--- config.mk ---
export PLATFORM = sky130hd
export DESIGN_NAME = start_condition_jump_decode
export DESIGN_NICKNAME = d
export VERILOG_FILES = /design/src/core/start_jump_pkg.sv /design/src/core/start_condition_eval.sv /design/src/core/start_condition_jump_decode.sv
export SDC_FILE = /design/constraint.sdc
export NUM_CORES = 1
export LEC_CHECK = 0
export BUFFER_PORTS_ARGS = -buffer_cell sky130_fd_sc_hd__buf_2
export CORE_AREA = 2 2 57 59
export DETAILED_ROUTE_END_ITERATION = 8
export DIE_AREA = 0 0 59 61
export PLACE_DENSITY_LB_ADDON = 0.1
export SLEW_MARGIN = 20
export SYNTH_ARGS = -nofsm -noshare
export SYNTH_HDL_FRONTEND = slang
export SYNTH_SLANG_ARGS = --single-unit
--- constraint.sdc ---
create_clock -name core_clk_i -period 5 [get_ports core_clk_i]
set_input_delay 0.25 -clock core_clk_i [delete_from_list [all_inputs] [get_ports core_clk_i]]
set_output_delay 0.25 -clock core_clk_i [all_outputs]
set_load 0.05 [all_outputs]
--- src/core/start_jump_pkg.sv ---
// Shared encodings, field positions and carriers for the start-jump decoder
package start_jump_pkg;

    localparam int unsigned INSTR_W = 16;
    localparam int unsigned START_W = 6;
    localparam int unsigned OFFSET_W = 5;
    localparam int unsigned JREG_N = 2;
    localparam int unsigned CODE_ADDR_W = 10;

    // Major opcode field, bits 15..11
    localparam int unsigned OPC_HI = 15;
    localparam int unsigned OPC_LO = 11;
    localparam logic [4:0] OPC_ABS_START = 5'h07;
    localparam logic [4:0] OPC_REL_START = 5'h01;

    // Minor opcode of the absolute form, bits 3..0
    localparam int unsigned SUB_HI = 3;
    localparam int unsigned SUB_LO = 0;
    localparam logic [3:0] SUB_ABS_START = 4'h1;

    // Start selection mask, bits 10..5
    localparam int unsigned SEL_HI = 10;
    localparam int unsigned SEL_LO = 5;

    // Jump register select (absolute) and offset (relative)
    localparam int unsigned JREG_BIT = 4;
    localparam int unsigned OFS_HI = 4;
    localparam int unsigned OFS_LO = 0;

    localparam logic [START_W-1:0] START_NONE = 6'h00;

    typedef struct packed {
        logic valid;
        logic [INSTR_W-1:0] word;
        logic [CODE_ADDR_W-1:0] addr;
    } instr_req_s;

    typedef struct packed {
        logic valid;
        logic hit_abs;
        logic hit_rel;
        logic taken;
        logic [CODE_ADDR_W-1:0] next_addr;
    } fetch_res_s;

    typedef enum logic [1:0] {
        KIND_OTHER,
        KIND_ABS,
        KIND_REL
    } jump_kind_e;

endpackage

--- src/core/start_condition_eval.sv ---
// Compares the latched start inputs with an instruction's start mask
`timescale 1ns/10ps
module start_condition_eval #(
    parameter int unsigned WIDTH = 6
) (
    input wire logic [WIDTH-1:0] mask_i,
    input wire logic [WIDTH-1:0] latched_i,
    output logic met_o
);
    initial begin
        if (WIDTH < 1) begin
            $error("start_condition_eval: WIDTH must be at least 1");
        end
    end

    // Mask bit n names start input n+1; the condition is the exact latched
    // set, so an all-zero mask asks for no start latched at all
    assign met_o = (latched_i == mask_i);
endmodule

--- src/core/start_condition_jump_decode.sv ---
// Decode and execute of the two start-condition jumps of the sequencer
`timescale 1ns/10ps
module start_condition_jump_decode (
    input wire logic core_clk_i,
    input wire logic rstn_i,
    input start_jump_pkg::instr_req_s instr_i,
    input wire logic [start_jump_pkg::START_W-1:0] start_latched_i,
    input wire logic [start_jump_pkg::CODE_ADDR_W-1:0] jump_register_set_i
        [start_jump_pkg::JREG_N],
    output start_jump_pkg::fetch_res_s result_o
);
    import start_jump_pkg::*;

    initial begin
        if (CODE_ADDR_W <= OFFSET_W) begin
            $error("Code address must be wider than the relative offset");
        end
        if (JREG_N != 2) begin
            $error("Jump register select is one bit: exactly two registers");
        end
    end

    // Field extraction
    wire logic [4:0] opcode = instr_i.word[OPC_HI:OPC_LO];
    wire logic [3:0] subcode = instr_i.word[SUB_HI:SUB_LO];
    wire logic [START_W-1:0] start_mask_select = instr_i.word[SEL_HI:SEL_LO];
    wire logic jump_register_operand = instr_i.word[JREG_BIT];
    wire logic [OFFSET_W-1:0] offset = instr_i.word[OFS_HI:OFS_LO];

    // Instruction recognition
    wire logic is_abs = (opcode == OPC_ABS_START)
        && (subcode == SUB_ABS_START);
    wire logic is_rel = (opcode == OPC_REL_START);
    jump_kind_e kind;
    assign kind = is_abs ? KIND_ABS : (is_rel ? KIND_REL : KIND_OTHER);

    // Start condition
    logic cond_met;
    start_condition_eval #(
        .WIDTH(START_W)
    ) u_cond (
        .mask_i(start_mask_select),
        .latched_i(start_latched_i),
        .met_o(cond_met)
    );

    // Absolute target: the whole register, no relation to the current
    // address, so any code location is reachable
    wire logic [CODE_ADDR_W-1:0] abs_target =
        jump_register_set_i[jump_register_operand];

    // Sign-extended offset; the sum wraps modulo the code memory size,
    // which matches a fixed-width program counter
    wire logic [CODE_ADDR_W-1:0] offset_ext =
        {{(CODE_ADDR_W-OFFSET_W){offset[OFFSET_W-1]}}, offset};
    wire logic [CODE_ADDR_W-1:0] rel_target =
        CODE_ADDR_W'(instr_i.addr + offset_ext);
    wire logic [CODE_ADDR_W-1:0] seq_target =
        CODE_ADDR_W'(instr_i.addr + 1'b1);

    // Next-address selection
    logic taken;
    logic [CODE_ADDR_W-1:0] target;
    always_comb begin
        taken = 1'b0;
        target = seq_target;
        case (kind)
            KIND_ABS: begin
                taken = cond_met;
                if (cond_met) begin
                    target = abs_target;
                end
            end
            KIND_REL: begin
                taken = cond_met;
                if (cond_met) begin
                    target = rel_target;
                end
            end
            default: begin
                taken = 1'b0;
                target = seq_target;
            end
        endcase
    end

    fetch_res_s res_d;
    fetch_res_s res_q;
    assign res_d.valid = instr_i.valid;
    assign res_d.hit_abs = instr_i.valid && is_abs;
    assign res_d.hit_rel = instr_i.valid && is_rel;
    assign res_d.taken = instr_i.valid && taken;
    assign res_d.next_addr = instr_i.valid ? target : res_q.next_addr;

    // One registered result per presented instruction
    always_ff @(posedge core_clk_i) begin
        if (!rstn_i) begin
            res_q <= '0;
        end else begin
            res_q <= res_d;
        end
    end

    assign result_o = res_q;
endmodule

## After elaboration in Yosys (flattened, before gate mapping)

Cells that the tools add are included.

- Output and inout port bits: 14
- Bits of input ports: 55
- Register bits after elaboration: 14
- Logic and storage cells: 29

- Bitwise operators: 1
- Mux-type cells: 9
- $add $sub $neg: 2
- Magnitude comparators: 1
- Reductions and logical operators: 5
- Equal/unequal tests: 6

Operators by type and width:

| cell | number |
|---|---|
| 2-to-1 mux 10 bit | 5 |
| one-hot mux 10 bit (2 select lines) | 1 |
| adder 10 x 1 -> 10 bit, second input constant | 1 |
| adder 10 bit | 1 |
| == test 6 bit | 1 |
| == test 5 x 1 -> 1 bit, second input constant | 1 |
| == test 5 x 3 -> 1 bit, second input constant | 1 |
| == test 4 x 1 -> 1 bit, second input constant | 1 |
| logical AND 1 bit | 4 |
| 2-to-1 mux 2 bit | 2 |
| == test 2 x 1 -> 1 bit, second input constant | 1 |
| == test 2 bit, second input constant | 1 |
| greater-or-equal comparator 2 bit, second input constant | 1 |
| NOT 1 -> 2 bit | 1 |
| OR reduction 2 bit | 1 |
| 2-to-1 mux 1 bit | 1 |

## Longest topological paths before layout

- Depth in word-level cells: 7
- Depth in mapped cells: 7
- Depth with buffers taken out: 7

## Hierarchy

Synthesis repeated with hierarchy kept, for this count alone.

- Cells, all modules: 178
- Area total of the unflattened synthesis: 1482.7 um^2

Modules (own cells, without submodules):

| module | instances | cells each | area an instance (um^2) | seq. area each (um^2) |
|---|---|---|---|---|
| start_condition_jump_decode | 1 | 170 | 1413.9 | 280.3 |
| start_condition_eval | 1 | 8 | 68.8 | 0.0 |

## Worst setup path before layout

Ideal clock, no wire load.

- Kind: input port to flip-flop
- From: in instr_i[3] in the netlist's numbering
- To: reg res_q, in the netlist result_o[5]
- Library setup time: 0.117 ns
- Buffers on the path: 0
- Stages: 6
- Required time: 4.883 ns
- Arrival time: 1.786 ns
- Slack: 3.096 ns
- Cells stage by stage: ha_1 > and3_1 > a2111oi_4 > xnor2_1 > a211o_1 > a32o_1

- Cells in the longest elaborated chain, start to end: 3
- Elaborated cells on any way between the ends: 5
- Classes of those cells: add/sub: 2; mux: 3

Ends and longest elaborated chain:

| what | line | RTL |
|---|---|---|
| from (decl) | start_condition_jump_decode.sv:6 | `input start_jump_pkg::instr_req_s instr_i,` |
| adder 10 x 1 -> 10 bit / adder 10 bit (equally long branches) | start_condition_jump_decode.sv:59, start_condition_jump_decode.sv:57 |  |
| 2-to-1 mux 10 bit, on equally long branches | start_condition_jump_decode.sv:76, start_condition_jump_decode.sv:70 |  |
| one-hot mux 10 bit (2 select lines) (*) | start_condition_jump_decode.sv:67 | `case (kind)` |
| to (signal assigned) | start_condition_jump_decode.sv:100 | `res_q <= res_d;` |
| to (decl) | start_condition_jump_decode.sv:88 | `fetch_res_s res_q;` |

Mark *: on every way between the ends. The rest lies on a longest branch, timed or not.
A chain may end at the register's enable or synchronous reset.

## Worst setup path after layout

- From: in instr_i[11] in the netlist's numbering
- To: reg res_q, in the netlist result_o[5]

- Cells in the longest elaborated chain, start to end: 5
- Elaborated cells on any way between the ends: 8
- Classes of those cells: add/sub: 1; eq/ne: 3; mux: 3; reduce/logical: 1

Ends and longest elaborated chain:

| what | line |
|---|---|
| branches (longest 4 deep; another with adder 10 bit) | - |
| one-hot mux 10 bit (2 select lines) (*) | start_condition_jump_decode.sv:67 |

Mark *: on every way between the ends.

==> results.txt <==
----------------------------------------------------
[Synth]
  Number of synthesized register bits ... 14
  Gate Count Post-Synth ... 167
  Most used flip-flop cell after synthesis ... dfxtp_1
  Register area share after synthesis ... 19.5%
  Share of synthesized registers carrying an async set or reset ... 0%
  Mean post-synth cell area ... 8.61 sq um
  Number of synthesized flops with an enable pin ... 0
  Synth Net Count ... between 200 and 250
  Summed instance area of the synthesized netlist ... 0.00144 sq mm
  Distinct cells, synth ... 51
  Warning count from the yosys run ... 0

[Clock tree]
  Setup Fix Bufs, Post-CTS ... 0
  Sink count of the clock tree ... 14
  CTS Hold Bufs ... 0
  Buffer cell driving the clock tree root ... clkbuf_4
  Clock network latency to the later pin of the worst-skew pair ... ~270 ps
  Maximum count of clock buffers along a single path ... 2
  Reg clk slew, reported paths ... 80 ps
  Total clock buffers created by CTS ... 3
  Number of instances resized during post-cts repair ... 0
  Total number of H-tree levels ... 1
  TritonCTS clock tree ... yes

[Floorplanning]
  Ports ... 69
  Die W ... 59 um
  Initial core utilization ... 48.7%
  Overall die height ... 61 um
  Number of standard-cell rows in the floorplan ... 20
  Area of the core ... 0.00295 sq mm
  Total die area ... 0.00360 sq mm

[Drt]
  Uppermost layer routed ... met4
  ANT nets after route ... 0
  DRC marker count from the first detailed-route iteration ... 52
  Wire length per cell after detailed routing ... 14.6 um
  Vias after detailed routing ... 1538
  Met1 routed wirelength after detailed routing ... about 1700 um
  Met3 routed wirelength ... between 150 and 200 um
  Final wirelength ... 3870 um
  Post-route DRC violation count ... 0
  Met2 layer wire length in the routed design ... 1940 um
  Vias per std cell ... 5.80
  1st-pass router iterations ... 4

[Setup path]
  Bufs and invs on worst path ... 1
  Count of cells along the worst register-to-register path ... 2
  Kind of end point of the critical path ... flop
  Kind of cell adding the most delay to the critical path ... compound AO/OA/AOI/OAI gates
  Worst Setup Path Type ... in -> reg
  CP Max Fanout ... 17
  Req. time, crit path ... 5170 ps
  CP max stage cell ... a2111o_1
  Beginning of the worst register-to-register path ... result_o[7]$_SDFFE_PN0P_
  Type of element launching the critical path ... input port
  Worst path cell trace ... buf_2 -> nor4b_2 -> nand4_1 -> a2111o_1 -> a211o_1 -> a32o_1
  Worst-case register-to-register setup slack ... 4080 ps
  Endpoint arrival time on the critical path ... around 2500 ps
  Critical R2R Capture ... result_o[7]$_SDFFE_PN0P_
  Delay of the slowest cell on the worst path ... roughly 800 ps

[STA]
  Worst-Margin Slew ... 553 ps
  Setup violation total in the final timing report ... 0
  Final critical-path required period ... 2300 ps
  Worst clock skew on the final layout ... 0 ps
  Minimum hold slack ... ~280 ps
  Setup_tns ... 0 ps
  Portion of the clock cycle consumed by the worst path in the final layout ... 46.1%
  Setup repair after global routing missed its margin ... false
  Final max-slew violation count ... 0
  Worst slew margin ... between 60% and 70%
  FMAX ... approximately 430 MHz
  Final hold violation count ... 0

[Power]
  Cell area power density ... roughly 180 mW/mm^2
  Leakage power figure ... 0.843 nW
  Peak supply drop ... 0.0616 mV

[Placement]
  Dpl hpwl ... ~3200 um
  Gpl congestion ... approximately 0.84
  Buffers added on ports ... 68

[Global routing]
  Global-route wire length before repair ... 5870 um
  Overflow left after global routing ... 0
  Number of antenna violations at the first check in global routing ... 0
  Largest net degree at the start of global routing ... 18
  Total GRT Usage ... between 20% and 30%
  Vias in the first global route ... 1350

[Hold path]
  Worst hold stages ... 3
  Hold endpoint ... result_o[4]$_SDFFE_PN0P_
  Worst Min Path Start ... rstn_i
  Class of the tightest hold or removal check ... in -> reg

[Layout]
  Layout cell share with drive strength beyond 1 ... around a third
  Syn-to-layout area delta ... 25.3%
  Final net count ... 300
  Largest register FFs ... 14
  Count of inserted antenna diode cells ... 0

[Flow run]
  Count of maximum capacitance violations ... 0

[Outcome]
  Result of the run ... completed

----------------------------------------------------
cell families after synthesis:
family | Yosys count | synth area share [%]
adders and majority gates | 11 | 10.1
AOI/OAI and AO/OA | 45 | 23.8
DFF | 14 | 19.5
and+or+nand+nor | 56 | 21.8
buffers and inverters | 8 | 3.31
muxes | 14 | 9.83
xor gates and xnor gates | 19 | 11.6
cells in the mapped netlist (all sizes together), types with 2 or more instances:
master	n	area (sq um)
nand4	4	25.0
nor3	3	15.0
a2111oi	3	46.3
buf	4	32.5
a21o	5	37.5
and2	2	12.5
a31o	2	17.5
xor2	5	43.8
nor2	11	41.3
clkbuf	2	7.51
or3	3	18.8
o2111ai	2	17.5
o21ai	8	40.0
a22oi	2	15.0
o211ai	3	22.5
nand3b	2	15.0
ha	10	125
a211oi	2	15.0
nand2	12	47.6
nand3	8	40.0
inv	2	7.51
nor3b	2	26.3
a21oi	7	35.0
a32oi	2	17.5
dfxtp	14	280
xnor2	14	123
mux2i	13	130
and3	4	30.0
cell usage in the layout, fill, tap and decap left out, types with 2 or more instances in the layout:
| master | count |
|---|---|
| a211oi_1 | 2 |
| a21o_1 | 5 |
| a21oi_1 | 7 |
| a22oi_1 | 2 |
| a31o_1 | 2 |
| a32oi_1 | 2 |
| and2_1 | 2 |
| and3_1 | 3 |
| buf_2 | 68 |
| clkbuf_4 | 3 |
| dfxtp_1 | 14 |
| ha_1 | 10 |
| inv_1 | 2 |
| mux2i_1 | 13 |
| nand2_1 | 11 |
| nand3_1 | 8 |
| nand3b_1 | 2 |
| nand4_1 | 4 |
| nor2_1 | 11 |
| nor3_1 | 3 |
| o2111ai_1 | 2 |
| o211ai_1 | 3 |
| o21ai_0 | 5 |
| o21ai_1 | 3 |
| or3_1 | 3 |
| xnor2_1 | 14 |
| xor2_1 | 5 |
layout make-up:
type / count / area, sq um
timing repair buffer: 68 / 340
fill: 287 / 1150
clock buffer: 3 / 22.5
inverter: 2 / 7.51
multi-input combinational: 145 / 1110
tap: 33 / 41.3
sequential: 14 / 280
through the flow:
step / worst slack [ps] / utilization [%] / instances / total power (W) / instance area, sq um
5_1_grt: 2620 / 61.0 / 265 / 0.000348 / 1800
3_5_place_dp: 2440 / 60.3 / 262 / 0.000266 / 1780
3_3_place_gp: 2490 / 60.3 / 262 / 0.000264 / 1780
6_report: 2700 / 61.0 / 265 / 0.000325 / 1800
2_1_floorplan: 3100 / - / 167 / 0.000216 / 1440
4_1_cts: 2710 / 61.0 / 265 / 0.000325 / 1800
worst register-to-register path, stage by stage, from the launching register on:
cell and delay (ps):
dfxtp_1 330, a2111oi_0 360, a21oi_1 110
worst max path at each step:
| stage | depth (start not counted) | end | slack (ps) | start |
|---|---|---|---|---|
| 2_1_floorplan | 6 | result_o[5]$_SDFFE_PN0P_ | 3100 | instr_i[3] |
| 3_3_place_gp | 6 | result_o[5]$_SDFFE_PN0P_ | 2490 | instr_i[11] |
| 3_5_place_dp | 6 | result_o[5]$_SDFFE_PN0P_ | 2440 | instr_i[11] |
| 4_1_cts | 6 | result_o[5]$_SDFFE_PN0P_ | 2710 | instr_i[11] |
| 5_1_grt | 6 | result_o[5]$_SDFFE_PN0P_ | 2620 | instr_i[11] |
| 6_report | 6 | result_o[5]$_SDFFE_PN0P_ | 2700 | instr_i[11] |
per-layer routing:
layer / vias to the layer above / global-route usage [%]
li1: 776 / -
met1: 709 / 27.7
met5: - / 0
met4: 0 / 7.47
met2: 49 / 38.6
met3: 4 / 1.28
report_power, final:
group | switching (W) | leakage (nW) | total (W) | internal (W)
Combinational | 0.0000850 | 0.714 | 0.000145 | 0.0000600
Sequential | 0.00000275 | 0.115 | 0.000120 | 0.000117
Clock | 0.0000319 | 0.0138 | 0.0000598 | 0.0000278
No activity file was read; power rests on OpenSTA's default activity.
